$ cat config.mk
export PLATFORM = sky130hd
export DESIGN_NAME = hdcfg_top
export DESIGN_NICKNAME = d
export VERILOG_FILES = /design/src/shared/hdcfg_pkg.sv /design/src/design/hdcfg_invert.sv /design/src/design/hdcfg_rxbuf.sv /design/src/design/hdcfg_top.sv
export VERILOG_INCLUDE_DIRS = /design/src /design/src/shared
export SDC_FILE = /design/constraint.sdc
export NUM_CORES = 1
export LEC_CHECK = 0
export BUFFER_PORTS_ARGS = -buffer_cell sky130_fd_sc_hd__buf_4
export CORE_MARGIN = 1
export CORE_UTILIZATION = 60
export DETAILED_ROUTE_END_ITERATION = 6
export HOLD_SLACK_MARGIN = 0.08
export PLACE_DENSITY = 0.78
export SETUP_SLACK_MARGIN = 0.1
export SYNTH_ARGS = -nofsm -noshare
export SYNTH_HDL_FRONTEND = slang
export SYNTH_SLANG_ARGS = --single-unit
$ cat constraint.sdc
create_clock -name clk_i -period 3.9 [get_ports clk_i]
set_input_delay 0.195 -clock clk_i [delete_from_list [all_inputs] [get_ports clk_i]]
set_output_delay 0.195 -clock clk_i [all_outputs]
set_load 0.005 [all_outputs]
$ cat src/shared/hdcfg_regs.svh
// register offsets, field positions and reset values of the hdlc channel configuration block
`ifndef HDCFG_REGS_SVH
`define HDCFG_REGS_SVH
`define HDCFG_ADDR_HDLC_MODE_CH3 8'h8f
`define HDCFG_ADDR_CFG4 8'h90
`define HDCFG_ADDR_CFG5 8'h91
`define HDCFG_ADDR_HDLC_MODE_CH2 8'h92
`define HDCFG_ADDR_CMD 8'h93
`define HDCFG_ADDR_STAT 8'h94
`define HDCFG_ADDR_MASK 8'h95
`define HDCFG_ADDR_TXD1 8'h96
`define HDCFG_ADDR_SEQ1 8'h97
`define HDCFG_ADDR_MODE1 8'h98
`define HDCFG_ADDR_RXLVL3 8'h99
`define HDCFG_RST_BYTE 8'h00
`define HDCFG_HDLC_MODE_CH3_RST 8'h00
`define HDCFG_CMD_RX_MESSAGE_COMPLETE_CH3 0
`define HDCFG_CFG4_THR_LO 0
`define HDCFG_CFG4_THR_HI 1
`define HDCFG_CFG5_EPR 0
`define HDCFG_CFG5_CR 1
`define HDCFG_CFG5_AFX 2
`define HDCFG_MODE_RAC 3
`define HDCFG_MODE_DIV 2
`define HDCFG_MODE_MDS_LSB 5
`define HDCFG_ST_POOL 0
`define HDCFG_ST_FILL 1
`define HDCFG_ST_PPR 2
`define HDCFG_THR_32 6'h20
`define HDCFG_THR_16 6'h10
`define HDCFG_THR_4 6'h04
`define HDCFG_THR_2 6'h02
`define HDCFG_SAPI_BASE 8'h38
`define HDCFG_PPR_PERIOD 24'd10000000
`endif

$ cat src/shared/hdcfg_pkg.sv
// types of the hdlc channel configuration block
package hdcfg_pkg;
    typedef enum logic [2:0] {
        HDCFG_RSV0 = 3'h0, HDCFG_RSV1 = 3'h1, HDCFG_CMP_LO = 3'h2, HDCFG_CMP_HL = 3'h3,
        HDCFG_NO_CMP = 3'h4, HDCFG_CMP_HI = 3'h5, HDCFG_RSV6 = 3'h6, HDCFG_UNFR1 = 3'h7
    } hdcfg_mode_t;
    typedef enum logic [2:0] {
        HDCFG_TX_IDLE = 3'b001,
        HDCFG_TX_DATA = 3'b010,
        HDCFG_TX_FILL = 3'b100
    } hdcfg_tx_t;
endpackage

$ cat src/design/hdcfg_invert.sv
// optional bit inversion of one internal hdlc stream
`timescale 1ns/1ns
module hdcfg_invert (
    input wire logic clk_i,
    input wire logic rst_i,
    input wire logic inv_i,
    input wire logic bit_i,
    output logic bit_o
);
    // registered stream, inverted when asked
    always_ff @(posedge clk_i) begin
        if (rst_i) begin
            bit_o <= 1'b0;
        end else begin
            bit_o <= bit_i ^ inv_i;
        end
    end
endmodule

$ cat src/design/hdcfg_rxbuf.sv
// channel 3 receive buffer memory with registered read data
`timescale 1ns/1ns
module hdcfg_rxbuf #(
    parameter int DEPTH = 32
) (
    input wire logic clk_i,
    input wire logic we_i,
    input wire logic [$clog2(DEPTH)-1:0] waddr_i,
    input wire logic [7:0] wdata_i,
    input wire logic [$clog2(DEPTH)-1:0] raddr_i,
    output logic [7:0] rdata_o
);
    logic [7:0] mem_q [DEPTH];
    // write port and registered read port
    always_ff @(posedge clk_i) begin
        if (we_i) begin
            mem_q[waddr_i] <= wdata_i;
        end
        rdata_o <= mem_q[raddr_i];
    end
endmodule

$ cat src/design/hdcfg_top.sv
// hdlc channel configuration, fill-in transmit and channel 3 receive buffer control
//
// Decided for this implementation: register access over Wishbone.
`timescale 1ns/1ns
`include "hdcfg_regs.svh"
// Functional notes
// - threshold field 00/01/10/11 sizes the readable channel 3 block as 32/16/4/2 bytes.
// - a confirm command after a pool-full event releases the occupied buffer space.
// - with auto fill-in enabled, fill-in units follow an emptied channel 1 transmit buffer.
// - the command/response setting is copied into the report address octet.
// - periodic reporting runs only while its enable bit is one.
// - the channel 2 receiver runs only while its enable bit is one.
// - the channel 3 receiver runs only while its enable bit is one.
// - channel 2 inversion bit inverts every bit of its generated stream.
// - channel 3 inversion bit inverts every bit of its generated stream.
// - channel 3 mode select decodes into compare and unframed modes, others reserved.
module hdcfg_top #(
    parameter int RX_DEPTH = 32,
    parameter logic [23:0] PPR_PERIOD = `HDCFG_PPR_PERIOD
) (
    input wire logic clk_i,
    input wire logic rst_i,
    input wire logic cyc_i,
    input wire logic stb_i,
    input wire logic we_i,
    input wire logic [7:0] adr_i,
    input wire logic [0:0] sel_i,
    input wire logic [7:0] dat_i,
    output logic [7:0] dat_o,
    output logic ack_o,
    output logic irq_o,
    input wire logic rx2_bit_i,
    input wire logic rx3_bit_i,
    input wire logic rx3_valid_i,
    input wire logic [7:0] rx3_byte_i,
    input wire logic tx2_bit_i,
    input wire logic tx3_bit_i,
    input wire logic tx1_ready_i,
    output logic [7:0] tx1_byte_o,
    output logic tx1_valid_o,
    output logic tx1_fill_o,
    output logic ppr_valid_o,
    output logic [7:0] ppr_sapi_o,
    output logic rx2_on_o,
    output logic rx3_on_o,
    output logic rx2_bit_o,
    output logic rx3_bit_o,
    output logic tx2_bit_o,
    output logic tx3_bit_o,
    output logic [3:0] hdlc_mode_ch3_dec_o
);
    import hdcfg_pkg::*;
    localparam int AW = $clog2(RX_DEPTH);

    logic [7:0] hdlc_mode_ch3_q, cfg4_q, cfg5_q, hdlc_mode_ch2_q, mode1_q, mask_q, stat_q;
    logic [7:0] txd1_q, seq1_q, last_seq_q;
    logic txd1_full_q;
    hdcfg_tx_t tx_q;
    logic [AW:0] rx_cnt_q, blk_q;
    logic [AW-1:0] wptr_q, rptr_q;
    logic [23:0] ppr_cnt_q;
    logic [7:0] rx_rdata;
    logic [5:0] thr_bytes;
    logic acc, wr, rd, rx_message_complete_ch3, pool_ev, fill_ev, ppr_ev, rx_push;
    logic [7:0] rd_d;

    assign acc = cyc_i & stb_i & ~ack_o;
    assign wr = acc & we_i & sel_i[0];
    assign rd = acc & ~we_i;
    assign rx_message_complete_ch3 = wr && adr_i == `HDCFG_ADDR_CMD && dat_i[`HDCFG_CMD_RX_MESSAGE_COMPLETE_CH3];

    // threshold decode
    always_comb begin
        case (cfg4_q[`HDCFG_CFG4_THR_HI:`HDCFG_CFG4_THR_LO])
            2'b00: thr_bytes = `HDCFG_THR_32;
            2'b01: thr_bytes = `HDCFG_THR_16;
            2'b10: thr_bytes = `HDCFG_THR_4;
            default: thr_bytes = `HDCFG_THR_2;
        endcase
    end

    // bus ack, one wait cycle, dropped after one cycle
    always_ff @(posedge clk_i) begin
        if (rst_i) begin
            ack_o <= 1'b0;
        end else begin
            ack_o <= acc;
        end
    end

    // configuration registers
    always_ff @(posedge clk_i) begin
        if (rst_i) begin
            hdlc_mode_ch3_q <= `HDCFG_HDLC_MODE_CH3_RST;
            cfg4_q <= `HDCFG_RST_BYTE;
            cfg5_q <= `HDCFG_RST_BYTE;
            hdlc_mode_ch2_q <= `HDCFG_RST_BYTE;
            mode1_q <= `HDCFG_RST_BYTE;
            mask_q <= `HDCFG_RST_BYTE;
        end else if (wr) begin
            if (adr_i == `HDCFG_ADDR_HDLC_MODE_CH3) begin
                hdlc_mode_ch3_q <= dat_i;
            end else if (adr_i == `HDCFG_ADDR_CFG4) begin
                cfg4_q <= dat_i;
            end else if (adr_i == `HDCFG_ADDR_CFG5) begin
                cfg5_q <= dat_i;
            end else if (adr_i == `HDCFG_ADDR_HDLC_MODE_CH2) begin
                hdlc_mode_ch2_q <= dat_i;
            end else if (adr_i == `HDCFG_ADDR_MODE1) begin
                mode1_q <= dat_i;
            end else if (adr_i == `HDCFG_ADDR_MASK) begin
                mask_q <= dat_i;
            end
        end
    end

    // read mux, unmapped addresses read zero
    always_comb begin
        rd_d = 8'h00;
        if (adr_i == `HDCFG_ADDR_HDLC_MODE_CH3) begin
            rd_d = hdlc_mode_ch3_q;
        end else if (adr_i == `HDCFG_ADDR_CFG4) begin
            rd_d = cfg4_q;
        end else if (adr_i == `HDCFG_ADDR_CFG5) begin
            rd_d = cfg5_q;
        end else if (adr_i == `HDCFG_ADDR_HDLC_MODE_CH2) begin
            rd_d = hdlc_mode_ch2_q;
        end else if (adr_i == `HDCFG_ADDR_MODE1) begin
            rd_d = mode1_q;
        end else if (adr_i == `HDCFG_ADDR_MASK) begin
            rd_d = mask_q;
        end else if (adr_i == `HDCFG_ADDR_STAT) begin
            rd_d = stat_q;
        end else if (adr_i == `HDCFG_ADDR_SEQ1) begin
            rd_d = seq1_q;
        end else if (adr_i == `HDCFG_ADDR_RXLVL3) begin
            rd_d = rx_rdata;
        end
    end

    always_ff @(posedge clk_i) begin
        if (rst_i) begin
            dat_o <= 8'h00;
        end else if (rd) begin
            dat_o <= rd_d;
        end
    end

    // sticky status, a read clears it but a new event wins
    always_ff @(posedge clk_i) begin
        if (rst_i) begin
            stat_q <= 8'h00;
        end else begin
            stat_q <= (rd && adr_i == `HDCFG_ADDR_STAT) ? 8'h00 : stat_q;
            if (pool_ev) stat_q[`HDCFG_ST_POOL] <= 1'b1;
            if (fill_ev) stat_q[`HDCFG_ST_FILL] <= 1'b1;
            if (ppr_ev) stat_q[`HDCFG_ST_PPR] <= 1'b1;
        end
    end

    always_ff @(posedge clk_i) begin
        if (rst_i) begin
            irq_o <= 1'b0;
        end else begin
            irq_o <= |(stat_q & mask_q);
        end
    end

    // channel 3 receive buffer: accept while on, block by threshold
    assign rx_push = rx3_valid_i & hdlc_mode_ch3_q[`HDCFG_MODE_RAC] & (rx_cnt_q < RX_DEPTH[AW:0]);
    assign pool_ev = rx_push && (rx_cnt_q - blk_q + 1'b1) == thr_bytes[AW:0];
    always_ff @(posedge clk_i) begin
        if (rst_i) begin
            wptr_q <= '0;
            rptr_q <= '0;
            rx_cnt_q <= '0;
            blk_q <= '0;
        end else begin
            if (rx_push) wptr_q <= wptr_q + 1'b1;
            if (rd && adr_i == `HDCFG_ADDR_RXLVL3 && blk_q != 0) rptr_q <= rptr_q + 1'b1;
            if (pool_ev) blk_q <= thr_bytes[AW:0];
            if (rx_message_complete_ch3) begin
                rx_cnt_q <= rx_cnt_q - blk_q + {{AW{1'b0}}, rx_push};
                blk_q <= '0;
            end else if (rx_push) begin
                rx_cnt_q <= rx_cnt_q + 1'b1;
            end
        end
    end

    hdcfg_rxbuf #(.DEPTH(RX_DEPTH)) u_rxbuf (
        .clk_i(clk_i),
        .we_i(rx_push),
        .waddr_i(wptr_q),
        .wdata_i(rx3_byte_i),
        .raddr_i(rptr_q),
        .rdata_o(rx_rdata)
    );

    // channel 1 transmit holding byte, written by software
    always_ff @(posedge clk_i) begin
        if (rst_i) begin
            txd1_q <= 8'h00;
            txd1_full_q <= 1'b0;
        end else if (wr && adr_i == `HDCFG_ADDR_TXD1) begin
            txd1_q <= dat_i;
            txd1_full_q <= 1'b1;
        end else if (tx_q == HDCFG_TX_DATA && tx1_ready_i) begin
            txd1_full_q <= 1'b0;
        end
    end

    // sequence number pair of the signal unit, remembered for fill-ins
    always_ff @(posedge clk_i) begin
        if (rst_i) begin
            seq1_q <= 8'h00;
            last_seq_q <= 8'h00;
        end else if (wr && adr_i == `HDCFG_ADDR_SEQ1) begin
            seq1_q <= dat_i;
        end else if (tx_q == HDCFG_TX_DATA && tx1_ready_i) begin
            last_seq_q <= seq1_q;
        end
    end

    // channel 1 transmit sequencer
    assign fill_ev = tx_q == HDCFG_TX_DATA && tx1_ready_i && cfg5_q[`HDCFG_CFG5_AFX];
    always_ff @(posedge clk_i) begin
        if (rst_i) begin
            tx_q <= HDCFG_TX_IDLE;
            tx1_valid_o <= 1'b0;
            tx1_fill_o <= 1'b0;
            tx1_byte_o <= 8'h00;
        end else begin
            case (tx_q)
                HDCFG_TX_IDLE: begin
                    if (txd1_full_q) begin
                        tx_q <= HDCFG_TX_DATA;
                        tx1_valid_o <= 1'b1;
                        tx1_fill_o <= 1'b0;
                        tx1_byte_o <= txd1_q;
                    end
                end
                HDCFG_TX_DATA: begin
                    if (tx1_ready_i) begin
                        if (cfg5_q[`HDCFG_CFG5_AFX]) begin
                            tx_q <= HDCFG_TX_FILL;
                            tx1_fill_o <= 1'b1;
                            tx1_byte_o <= seq1_q;
                        end else begin
                            tx_q <= HDCFG_TX_IDLE;
                            tx1_valid_o <= 1'b0;
                        end
                    end
                end
                HDCFG_TX_FILL: begin
                    if (txd1_full_q) begin
                        tx_q <= HDCFG_TX_DATA;
                        tx1_fill_o <= 1'b0;
                        tx1_byte_o <= txd1_q;
                    end else if (!cfg5_q[`HDCFG_CFG5_AFX]) begin
                        tx_q <= HDCFG_TX_IDLE;
                        tx1_valid_o <= 1'b0;
                        tx1_fill_o <= 1'b0;
                    end else begin
                        tx1_byte_o <= last_seq_q;
                    end
                end
                default: tx_q <= HDCFG_TX_IDLE;
            endcase
        end
    end

    // periodic performance report timer
    assign ppr_ev = cfg5_q[`HDCFG_CFG5_EPR] && ppr_cnt_q == PPR_PERIOD - 24'd1;
    always_ff @(posedge clk_i) begin
        if (rst_i) begin
            ppr_cnt_q <= 24'd0;
            ppr_valid_o <= 1'b0;
            ppr_sapi_o <= 8'h00;
        end else begin
            ppr_valid_o <= ppr_ev;
            if (!cfg5_q[`HDCFG_CFG5_EPR] || ppr_ev) begin
                ppr_cnt_q <= 24'd0;
            end else begin
                ppr_cnt_q <= ppr_cnt_q + 24'd1;
            end
            if (ppr_ev) begin
                ppr_sapi_o <= `HDCFG_SAPI_BASE | {6'h00, cfg5_q[`HDCFG_CFG5_CR], 1'b0};
            end
        end
    end

    // receiver enables, stream gating and mode decode
    always_ff @(posedge clk_i) begin
        if (rst_i) begin
            rx2_on_o <= 1'b0;
            rx3_on_o <= 1'b0;
            rx2_bit_o <= 1'b0;
            rx3_bit_o <= 1'b0;
            hdlc_mode_ch3_dec_o <= 4'h0;
        end else begin
            rx2_on_o <= hdlc_mode_ch2_q[`HDCFG_MODE_RAC];
            rx3_on_o <= hdlc_mode_ch3_q[`HDCFG_MODE_RAC];
            rx2_bit_o <= rx2_bit_i & hdlc_mode_ch2_q[`HDCFG_MODE_RAC];
            rx3_bit_o <= rx3_bit_i & hdlc_mode_ch3_q[`HDCFG_MODE_RAC];
            case (hdcfg_mode_t'(hdlc_mode_ch3_q[`HDCFG_MODE_MDS_LSB+:3]))
                HDCFG_CMP_LO: hdlc_mode_ch3_dec_o <= 4'h1;
                HDCFG_CMP_HL: hdlc_mode_ch3_dec_o <= 4'h2;
                HDCFG_NO_CMP: hdlc_mode_ch3_dec_o <= 4'h3;
                HDCFG_CMP_HI: hdlc_mode_ch3_dec_o <= 4'h4;
                HDCFG_UNFR1: hdlc_mode_ch3_dec_o <= 4'h5;
                default: hdlc_mode_ch3_dec_o <= 4'h0;
            endcase
        end
    end

    // generated stream inversion per channel
    hdcfg_invert u_inv2 (
        .clk_i(clk_i),
        .rst_i(rst_i),
        .inv_i(hdlc_mode_ch2_q[`HDCFG_MODE_DIV]),
        .bit_i(tx2_bit_i),
        .bit_o(tx2_bit_o)
    );
    hdcfg_invert u_inv3 (
        .clk_i(clk_i),
        .rst_i(rst_i),
        .inv_i(hdlc_mode_ch3_q[`HDCFG_MODE_DIV]),
        .bit_i(tx3_bit_i),
        .bit_o(tx3_bit_o)
    );
endmodule

After elaboration in Yosys (flattened, before gate mapping):

Memories as Yosys holds them, arrays and structs flattened. A register that Yosys moved wholly into a read port is not among the register bits.
Cells that the tools add are included.

* shift-type cells: 0
* multiplexer cells: 44
* bitwise operators: 20
* equal/unequal tests: 29
* $add $sub $neg: 7
* magnitude comparators: 1
* reduce and logical (&&, ||, !) cells: 35
* $mul: 0
* div/mod/pow operators: 0

Operators with widths (number)
* two-way mux 8 bit: 14
* equality test 8 bit (second input constant): 11
* adder 24 x 1 -> 24 bit (second input constant): 1
* equality test 24 bit (second input constant): 1
* one-hot mux 8 bit (3 select lines): 1
* two-way mux 3 bit: 6
* one-hot mux 6 bit (3 select lines): 1
* two-way mux 1 bit: 16
* one-hot mux 3 bit (5 select lines): 1
* AND reduction 5 bit: 3
* adder 6 x 1 -> 6 bit (second input constant): 2
* equality test 3 bit (second input constant): 4
* two-way mux 6 bit: 2
* logical AND 1 bit: 11
* adder 5 x 1 -> 5 bit (second input constant): 2
* nonzero test 2 bit: 5
* bitwise AND 1 bit: 9
* equality test 3 x 2 -> 1 bit (second input constant): 3
* one-hot mux 3 bit (3 select lines): 1
* bitwise AND 3 x 8 -> 8 bit: 1
* inequality test 2 bit (second input constant): 4
* NOT 1 bit: 8
* AND reduction 4 bit: 2
* OR reduction 8 bit: 1
* other kinds (20): 26

* output and inout port bits: 39
* input port bits: 36
* RAM bits: 256
* latch bits: 0
* register bits after elaboration: 158
* memory bits (read-only): 0
* logic and storage cells: 171
* memories: 1

Memories
* u_rxbuf.mem_q: words 32, bits a word 8, read ports 1, clocked after Yosys merged registers in 1, wr ports 1, line hdcfg_rxbuf.sv:13 `logic [7:0] mem_q [DEPTH];`

Longest topological paths before layout:

Gate-level depths: netlist of run 1.

* depth in word-level cells: 10
* gate-level depth with buffers: 12
* depth with buffers taken out: 10

Modules after synthesis:

From an unflattened synthesis of run 1, not the netlist that was laid out.

* cell total of the unflattened synthesis: 1277
* area total of the unflattened synthesis: 17558.1 um^2

By module, submodules not included
* hdcfg_rxbuf: seq. area each 7847.5 um^2, instances 1, area an instance 10053.4 um^2, cells each 417
* hdcfg_top: seq. area each 3062.9 um^2, instances 1, area an instance 7439.6 um^2, cells each 854
* hdcfg_invert: seq. area each 20.0 um^2, instances 2, area an instance 32.5 um^2, cells each 3

Worst setup path before layout of run 1:

No wires, ideal clock.

* kind: reg2reg
* start point: register rx_cnt_q[1]
* end point: register blk_q[4]
* cell stages (with the launch flop): 13
* period minus slack after synthesis: 2871 ps
* path buffers: 2
* slack: 1029 ps
* data required time: 3779 ps
* setup time: 121 ps
* arrival: 2750 ps
* cells stage by stage: dfxtp_1 inv_1 ha_1 inv_1 fa_1 buf_2 o21a_4 nor2_8 xnor3_1 xor2_1 or4_1 buf_2 mux2_4

* cells in the longest elaborated chain, start to end: 4
* elaborated cells on any way between the ends: 6
* classes of those cells: add/sub (2); order compare (1); eq/ne (1); bitwise (1); reduce/logical (1)

RTL lines
* start, declared: line hdcfg_top.sv:59 `logic [AW:0] rx_cnt_q, blk_q;`
* start signal, assigned: line hdcfg_top.sv:183 `rx_cnt_q <= rx_cnt_q - blk_q + {{AW{1'b0}}, rx_push};`
* start signal, assigned: line hdcfg_top.sv:186 `rx_cnt_q <= rx_cnt_q + 1'b1;`
* subtractor 6 bit: line hdcfg_top.sv:171 `assign pool_ev = rx_push && (rx_cnt_q - blk_q + 1'b1) == thr_bytes[AW:0];`
* adder 6 x 1 -> 6 bit: line hdcfg_top.sv:171
* equality test 6 bit: line hdcfg_top.sv:171
* logical AND 1 bit *: line hdcfg_top.sv:171
* end signal, assigned: line hdcfg_top.sv:181 `if (pool_ev) blk_q <= thr_bytes[AW:0];`
* end, declared: line hdcfg_top.sv:59

Mark *: on every way between the ends. The rest lies on a longest branch, timed or not.
A chain may end at the register's enable or synchronous reset.

Worst setup path in the final report of run 1:

Ends and elaborated chain as after synthesis.

==> results_dict.tcl, run 1 <==
set metrics [dict create \
    status "finished, final reports clean" \
    setup_viol 0 \
    syn-cell-area_um2 17300 \
    synth_edf_count 256 \
    r2r-end "blk_q[4]" \
    drt_iter0_drc 914 \
    drt-pass1-iter-count 6 \
    cts_tree "done" \
    ctsResizeCount 0 \
    root_buffer "clkbuf_16" \
    async_flop_share_pct 0 \
    synthFlopType "edfxtp_1" \
    worstSetupPathType "reg2reg" \
    rr_worst_depth 10 \
    cp.required_ns 4.32 \
    worstSkewPairLatency_ns 0.55 \
    die-height_um 172 \
    largest_register "u_rxbuf.mem_q" \
    grt_remaining_overflow 0 \
    yosys-top-cells-area "edfxtp_1 (44%), dfxtp_1 (19%), mux4_2 (10%), mux2i_1 (3.8%), nor2_1 (3.8%)" \
    die_w_um 172 \
    maxCapViolCount 0 \
    final_common_cell "edfxtp_1" \
    track_usage_pct 25.2 \
    dp_cells 1634 \
    initial_core_util_pct 61.6 \
    ir_drop_mv 0.455 \
    powerDensity_nw_per_um2 447 \
    grt_max_degree 89 \
    ys_warn_count 0 \
    p_total_mw 8.77 \
    top_regs "u_rxbuf.mem_q: 256 flops, ppr_cnt_q: 24 flops" \
    via_per_inst 6.02 \
    synth_top_area_share_pct 44.4 \
    wl_per_cell_um 20.7 \
    htree_levels 2 \
    slew_violations 0 \
    slew_headroom_pct 27.5 \
    grt_pass1_wl_um 56300 \
    arrival_ns 3.47 \
    r2r-start "rx_cnt_q[1]" \
    routed_wl_um 35900 \
    yosysSeqAreaShare_pct 63.3 \
    cts.sinks 419 \
    fmax_ghz 0.328 \
    area_delta_synth_final_pct 13.4 \
    gp_congestion 0.878 \
    rsz0062_at_grt "no" \
    cp-endpoint "blk_q[4]" \
    finalNonFillerCells 1734 \
    vias 10400 \
    layout.cells.most_common_list "edfxtp_1 (256), nor2_1 (176), dfxtp_1 (161)" \
    synth_area_per_cell_um2 13.8 \
    synthDistinctLibCells 69 \
    fin_nets 1372 \
    ioPinCount 75 \
    largest_reg_flops 256 \
    synth_area_leader_cell "edfxtp_1" \
    die_area_um2 29500 \
    clock_skew_ns 0.0203 \
    fin_crit_sh_pct 78.3 \
    rrSetupSlack_ns 0.85 \
    worst_pin_slew_ns 1.08 \
    coreArea_um2 28100 \
    end_kind "flop" \
    hp-class "in2reg" \
    power.leakage_nw 6.58 \
    synth_seq_cells 419 \
    hold_violations 0 \
    fin_tns_setup_ns 0 \
    ant_nets 0 \
    antenna_found_initial 0 \
    cts.clk_slew.worst_paths_ns 0.06 \
    numCtsBuffers 42 \
    core.rowCount 61 \
    drc 0 \
    drive_gt1_share_pct 18.3 \
    dp_hpwl_um 22600 \
    period_needed_ns 3.05 \
    clockBufferDepth 3 \
    grt_pass1_vias 10200 \
    pre_cts_slack_ns 0.856 \
    crit_fanout 6 \
    setup_slack_ns 0.848 \
    syn_inst 1257 \
    startpoint "rx_cnt_q[1]" \
    cp-start-kind "flop" \
    portBuffers 69 \
    antenna_cells 0 \
]
==> synthesized netlist by cell type (all sizes together), types with 4 or more instances <==
master,number
edfxtp,256
nor2,177
dfxtp,163
mux4,80
nand2,80
mux2i,66
clkbuf,64
a21oi,41
nand3,30
xor2,28
buf,23
xnor2,21
a211oi,18
nor3,18
nor2b,14
o21ai,14
ha,13
inv,11
mux2,11
nand4,10
a222oi,9
nand2b,9
a22oi,8
and3,7
a221oi,6
a22o,6
and2,6
nand3b,6
a31oi,5
and4,4
or3,4
or3b,4
==> routing by layer <==
metal	track usage (%)	vias to the layer above	share of wire (%)
li1	-	4827	-
met1	33.7	5129	42
met2	42.9	421	50
met3	3.18	65	5.7
met4	8.58	0	2.7
met5	0	-	0
==> critical path: stages (launching register included) <==
cell     delay, ns
dfxtp_1       0.32
inv_1         0.07
ha_1          0.16
inv_1         0.05
fa_1          0.49
o21a_4        0.26
nor2_8        0.09
xnor3_1       0.31
xor2_1        0.14
or4_1         0.69
mux2_4        0.35
==> worst min-delay path by stage <==
stage	to	slack, ns	cells after the start	start
2_1_floorplan	rx3_on_o	0.27	1	rst_i
3_3_place_gp	rx2_bit_o	0.40	2	rx2_bit_i
3_5_place_dp	rx3_bit_o	0.40	2	rx3_bit_i
4_1_cts	u_rxbuf.mem_q[12][1]	0.08	1	rx3_byte_i[1]
5_1_grt	u_rxbuf.mem_q[2][1]	0.1	1	rx3_byte_i[1]
6_report	u_rxbuf.mem_q[12][1]	0.09	1	rx3_byte_i[1]
==> what timing repair did <==
item	in CTS	in global routing
hold endpoints to repair	273	0
hold buffers	22	0
buffers inserted	0	0
==> power breakdown <==
group | switching, mW | leakage (nW) | internal, mW | total [mW]
Clock | 1.63 | 0.661 | 2.24 | 3.88
Sequential | 0.00226 | 3.62 | 4.69 | 4.70
Combinational | 0.130 | 2.30 | 0.0658 | 0.196
Total | 1.77 | 6.58 | 7.00 | 8.77
==> kinds of logic after synthesis <==
kind of cell,Yosys count,synth area share (%)
simple gates,387,10.5
other cells,1,0.0217
buf+inv,98,2.39
xor+xnor,50,2.61
fa+ha+maj,14,1.06
flops,419,63.3
compound gates,131,5.21
mux,157,15.0
==> metrics by stage <==
step | util [%] | hold WS, ns | cell area, µm²
after floorplan | - | 0.274 | 17300
after global placement | 64.3 | 0.399 | 18100
after detailed placement | 64.3 | 0.402 | 18100
final | 69.9 | 0.0929 | 19600
after CTS | 69.9 | 0.0826 | 19600
after global routing | 69.9 | 0.0979 | 19600
==> cell type report <==
class	count	area [µm²]
clock buffers	64	1220
clock inverters	14	110
fillers	1921	8460
inverters	11	41.3
multi-input cells	744	5960
flip-flops and latches	419	11000
well taps	378	473
repair buffers	104	861
No activity file was read; power rests on OpenSTA's default activity.
==> run 2: changes to the inputs <==
==> constraint.sdc (replaced) <==
create_clock -name clk_i -period 2.9 [get_ports clk_i]
set_input_delay 0.145 -clock clk_i [delete_from_list [all_inputs] [get_ports clk_i]]
set_output_delay 0.145 -clock clk_i [all_outputs]
set_load 0.005 [all_outputs]
==> run 2 against run 1 <==
Effect of this change: non-clock buffer count rose by 43; cell count up 2.5%; maximum frequency grew 14%; clock skew decreased by 0.0033 ns; worst setup slack got worse by 0.64 ns; wire length is 4.3% higher; design area increased by 1.9%; die area stayed put; critical path type unchanged; critical endpoint unchanged; highest routed layer unchanged.
==> results_dict.tcl, run 2 (synthesis results as in run 1) <==
set metrics [dict create \
    status "finished, final reports clean" \
    clockBufferDepth 3 \
    largest_register "u_rxbuf.mem_q" \
    worst_pin_slew_ns 0.967 \
    antenna_cells 0 \
    ant_nets 0 \
    rr_worst_depth 10 \
    cts.sinks 419 \
    power.leakage_nw 6.81 \
    min_path_cells 5 \
    hp-class "in2reg" \
    grt_pass1_vias 10500 \
    fin_crit_sh_pct 92.7 \
    cts_tree "done" \
    end_kind "flop" \
    area_delta_synth_final_pct 15.5 \
    drive_gt1_share_pct 20.6 \
    worstSkewPairLatency_ns 0.55 \
    top_regs "u_rxbuf.mem_q: 256 flops, ppr_cnt_q: 24 flops" \
    slew_violations 0 \
    largest_reg_flops 256 \
    final_common_cell "edfxtp_1" \
    r2r-end "blk_q[4]" \
    rrSetupSlack_ns 0.21 \
    arrival_ns 3.11 \
    via_per_inst 6.02 \
    r2r-start "rx_cnt_q[1]" \
    grt_pass1_wl_um 58000 \
    vias 10700 \
    htree_levels 2 \
    setup_viol 0 \
    dp_hpwl_um 23600 \
    grt_max_degree 68 \
    finalNonFillerCells 1778 \
    min_to "hdlc_mode_ch3_q[6]" \
    ioPinCount 75 \
    powerDensity_nw_per_um2 592 \
    fmax_ghz 0.372 \
    hold_slack_ns 0.0953 \
    clock_skew_ns 0.0169 \
    layout.cells.most_common_list "edfxtp_1 (256), nor2_1 (176), dfxtp_1 (159), buf_4 (116)" \
    maxCapViolCount 0 \
    dp_cells 1671 \
    numCtsBuffers 43 \
    crit_fanout 3 \
    die_area_um2 29500 \
    core.rowCount 61 \
    fin_tns_setup_ns 0 \
    drt-pass1-iter-count 6 \
    cp.required_ns 3.33 \
    cts.clk_slew.worst_paths_ns 0.06 \
    hold_violations 0 \
    initial_core_util_pct 61.6 \
    worstHoldStart "sel_i" \
    fin_nets 1416 \
    slew_headroom_pct 35.1 \
    die-height_um 172 \
    routed_wl_um 37400 \
    root_buffer "clkbuf_16" \
    gp_congestion 0.865 \
    die_w_um 172 \
    drt_iter0_drc 960 \
    track_usage_pct 26.2 \
    rsz0062_at_grt "no" \
    antenna_found_initial 0 \
    drc 0 \
    period_needed_ns 2.69 \
    portBuffers 69 \
    wl_per_cell_um 21.0 \
    cp-start-kind "flop" \
    grt_remaining_overflow 0 \
    ir_drop_mv 0.527 \
    coreArea_um2 28100 \
    worstSetupPathType "reg2reg" \
]
run 2: cell count changes in the layout (fill, tap and decap cells not counted), sizes merged:
| cell | previous run | this run |
|---|---|---|
| buf | 82 | 120 |
| clkbuf | 64 | 55 |
| clkinv | 11 | 20 |
| dlygate4sd3 | 22 | 27 |
| bufinv | 1 | 3 |
| inv | 13 | 12 |
run 2: layout make-up:
type	instances	area, µm²
well taps	378	473
flip-flops and latches	419	11000
clock inverters	24	195
clock buffers	55	1140
multi-input cells	744	5970
repair buffers	147	1210
inverters	11	41.3
fillers	1857	8090
run 2: metal layers:
metal	track usage (%)	wire length, µm	vias up	part of all wire, %
met1	34.8	15600	5301	42
met3	3.93	2360	81	6.3
li1	-	-	4920	-
met5	0	0	-	0
met2	43.5	18200	403	49
met4	10.5	1240	0	3.3
run 2: critical path, cell delays in order (launching register included):
cell	delay, ns
dfxtp_2	0.33
inv_2	0.06
ha_2	0.18
inv_1	0.06
fa_2	0.57
nor2b_4	0.16
buf_4	0.12
xnor2_1	0.13
nand3_1	0.10
or4_4	0.57
mux2_4	0.31
run 2: worst max-delay path by stage:
stage	from	end	cells after the start
final	rx_cnt_q[1]	blk_q[4]	10
after global routing	rx_cnt_q[1]	blk_q[4]	10
after CTS	rx_cnt_q[1]	blk_q[2]	11
after detailed placement	rx_cnt_q[1]	blk_q[4]	10
after global placement	rx_cnt_q[1]	blk_q[4]	10
after floorplan	rx_cnt_q[1]	blk_q[4]	12
run 2: timing repair:
| action | in CTS | in global routing |
|---|---|---|
| pin swaps | 0 | 3 |
| endpoints found under the hold margin | 337 | 0 |
| setup buffers | 0 | 1 |
| gates resized for setup | 1 | 8 |
| cloned | 0 | 0 |
| setup endpoints to repair | 4 | 5 |
| hold buffers | 27 | 0 |
run 2: metrics by stage:
stage	setup slack, ns	power (mW)	utilization, %	area (µm²)
after floorplan	0.116	6.55	-	17300
after global routing	0.119	12.2	71.2	20000
after CTS	0.157	11.9	71.1	20000
final	0.212	11.8	71.2	20000
after detailed placement	0.0743	6.68	65.4	18400
after global placement	0.115	6.67	65.4	18400
run 2: report_power, final:
| group | total [mW] | leakage, nW | switching (mW) | internal [mW] |
|---|---|---|---|---|
| clock | 5.24 | 0.655 | 2.19 | 3.05 |
| sequential | 6.32 | 3.62 | 0.00312 | 6.31 |
| combinational | 0.273 | 2.54 | 0.179 | 0.0946 |
==> run 3: changes to the inputs <==
--- a/config.mk
+++ b/config.mk
@@ -15,4 +15,5 @@
 export SETUP_SLACK_MARGIN = 0.1
 export SYNTH_ARGS = -nofsm -noshare
 export SYNTH_HDL_FRONTEND = slang
+export SYNTH_HIERARCHICAL = 1
 export SYNTH_SLANG_ARGS = --single-unit
==> run 3 against run 2 <==
Effect of this change: first-iteration DRC count is 5.0% higher; maximum frequency up 3.4%; critical path depth down 1; highest routed layer unchanged; total power up 0.42%; clock power is 0.8% higher; worst hold slack improved by 0.095 ns; combinational power is 5% higher.
==> results_dict.tcl, run 3 <==
set metrics [dict create \
    grt_remaining_overflow 0 \
    worstSetupPathType "reg2reg" \
    routed_wl_um 37700 \
    arrival_ns 3.02 \
    die-height_um 173 \
    p_sw_share_pct 20.7 \
    critical_path.max_stage_delay_ns 0.61 \
    synthDistinctLibCells 79 \
    cp_num_buf_inv 1 \
    drt_iter0_drc 1008 \
    power.leakage_nw 6.78 \
    dp_hpwl_um 23700 \
    status "finished, final reports clean" \
    min_path_cells 6 \
    wl_per_cell_um 20.9 \
    ir_drop_mv 0.556 \
    grt_pass1_vias 10900 \
    powerDensity_nw_per_um2 588 \
    ioPinCount 75 \
    cts.clk_slew.worst_paths_ns 0.06 \
    p_total_mw 11.9 \
    crit_chain "ha_1 -> inv_1 -> fa_2 -> nor2b_2 -> xnor2_1 -> nand3_1 -> nor4b_4 -> nand2_2 -> a31o_1" \
    async_flop_share_pct 0 \
    drc 0 \
    initial_core_util_pct 61.0 \
    clkPwrFrac_pct 44.4 \
    fin_nets 1430 \
    drive_gt1_share_pct 21.3 \
    synth_area_per_cell_um2 13.7 \
    htree_levels 2 \
    ant_nets 0 \
    p_int_mw 9.42 \
    worstHoldStart "stb_i" \
    grt_pass1_wl_um 59900 \
    largest_register "u_rxbuf/mem_q" \
    r2r-start "blk_q[1]" \
    area_delta_synth_final_pct 15.1 \
    p_seq_share_pct 53.1 \
    setup_viol 0 \
    largest_reg_flops 256 \
    worst_pin_slew_ns 0.864 \
    ys_top_cells_by_count "edfxtp_1 (256), nor2_1 (182), dfxtp_1 (163)" \
    period_needed_ns 2.60 \
    rsz0062_at_grt "no" \
    crit_family "simple AND/OR/NAND/NOR gates" \
    core.rowCount 62 \
    p_sw_mw 2.46 \
    numCtsBuffers 42 \
    ys_warn_count 6 \
    layout.cells.most_common_list "edfxtp_1 (256), nor2_1 (182), dfxtp_1 (161), buf_4 (115), mux4_2 (80)" \
    syn_inst 1277 \
    top_regs "u_rxbuf/mem_q: 256 flops, ppr_cnt_q: 24 flops" \
    hold_violations 0 \
    track_usage_pct 25.4 \
    synth_edf_count 256 \
    cp.required_ns 3.32 \
    fin_crit_sh_pct 89.7 \
    cts.sinks 419 \
    cts_tree "done" \
    synth_top_area_share_pct 43.8 \
    die_area_um2 30000 \
    clockBufferDepth 3 \
    via_per_inst 6.10 \
    syn-cell-area_um2 17600 \
    coreArea_um2 28800 \
    fmax_ghz 0.385 \
    grt_max_degree 77 \
    cp-start-kind "flop" \
    synthFlopType "edfxtp_1" \
    yosys-top-cells-area "edfxtp_1 (44%), dfxtp_1 (19%), mux4_2 (10%), nor2_1 (3.9%), mux2i_1 (3.7%)" \
    worstSkewPairLatency_ns 0.56 \
    yosysMostFrequentCell "edfxtp_1" \
    synth_seq_cells 419 \
    clock_skew_ns 0.0380 \
    power_frac_comb_pct 2.4 \
    synth_area_leader_cell "edfxtp_1" \
    gp_congestion 0.877 \
    yosysSeqAreaShare_pct 62.4 \
    slew_violations 0 \
    cp_num_cells 9 \
    crit_fanout 6 \
    end_kind "flop" \
    vias 11000 \
    drt-pass1-iter-count 5 \
    fin_tns_setup_ns 0 \
    slew_headroom_pct 42.3 \
    root_buffer "clkbuf_16" \
    antenna_found_initial 0 \
    antenna_cells 0 \
    hp-class "in2reg" \
    portBuffers 69 \
    die_w_um 173 \
    final_common_cell "edfxtp_1" \
    rr_worst_depth 9 \
    crit_slowest_cell "fa_2" \
    startpoint "blk_q[1]" \
    maxCapViolCount 0 \
]
## run 3: what timing repair did
action,CTS,global route
endpoints found under the setup margin,0,4
gates resized for setup,0,6
hold endpoints to repair,336,0
setup buffers,0,0
hold buffers,26,0
## run 3: final timing paths
path	endpoint	slack [ns]
max	blk_q[1]	0.30
min	dat_o[2]	0.19
max reg2reg	blk_q[1]	0.30
min reg2reg	cfg4_q[5]	0.46
## run 3: worst register-to-register path, cell delays in order (launching register included)
cell     delay [ns]
dfxtp_1        0.38
ha_1           0.19
inv_1          0.06
fa_2           0.61
nor2b_2        0.22
xnor2_1        0.13
nand3_1        0.13
nor4b_4        0.37
nand2_2        0.16
a31o_1         0.24
## run 3: layer usage
| metal | track usage, % | part of all wire [%] | up-vias |
|---|---|---|---|
| met2 | 42.1 | 49 | 440 |
| met5 | 0 | 0 | - |
| met1 | 34.9 | 42 | 5458 |
| met3 | 3.89 | 6.8 | 77 |
| met4 | 7.85 | 2.7 | 0 |
| li1 | - | - | 5000 |
## run 3: power by group through the flow
stage	Clock, mW	Combinational [mW]	Sequential (mW)
2_1_floorplan	0	0.122	6.45
3_3_place_gp	0	0.243	6.44
3_5_place_dp	0	0.254	6.45
4_1_cts	5.37	0.282	6.32
5_1_grt	5.60	0.308	6.31
6_report	5.28	0.286	6.32
## run 3: kinds of logic after synthesis
| logic type | Yosys count | share of synthesized area (%) |
|---|---|---|
| adder cells (fa/ha/maj) | 11 | 0.827 |
| buffers and inverters | 98 | 2.65 |
| flip-flops | 419 | 62.4 |
| AND/OR/NAND/NOR | 395 | 11.2 |
| XOR/XNOR | 48 | 2.52 |
| other | 1 | 0.0214 |
| multiplexers | 155 | 14.6 |
| AO/OA/AOI/OAI | 150 | 5.84 |
## run 3: layout make-up
| type | instances | area, µm² |
|---|---|---|
| fillers | 1908 | 8570 |
| flip-flops and latches | 419 | 11000 |
| well taps | 384 | 480 |
| inverters | 12 | 45.0 |
| clock inverters | 26 | 250 |
| repair buffers | 144 | 1180 |
| clock buffers | 50 | 1100 |
| multi-input cells | 764 | 6190 |
## run 3: per-stage QoR
step | hold WS (ns) | utilization [%] | cells | worst slack [ns] | area [µm²]
3_5_place_dp | 0.357 | 64.5 | 1697 | 0.170 | 18600
5_1_grt | 0.237 | 70.2 | 1799 | 0.133 | 20200
4_1_cts | 0.176 | 70.1 | 1799 | 0.145 | 20200
6_report | 0.190 | 70.2 | 1799 | 0.300 | 20200
3_3_place_gp | 0.350 | 64.5 | 1697 | 0.236 | 18600
2_1_floorplan | 0.217 | - | 1281 | 0.415 | 17600
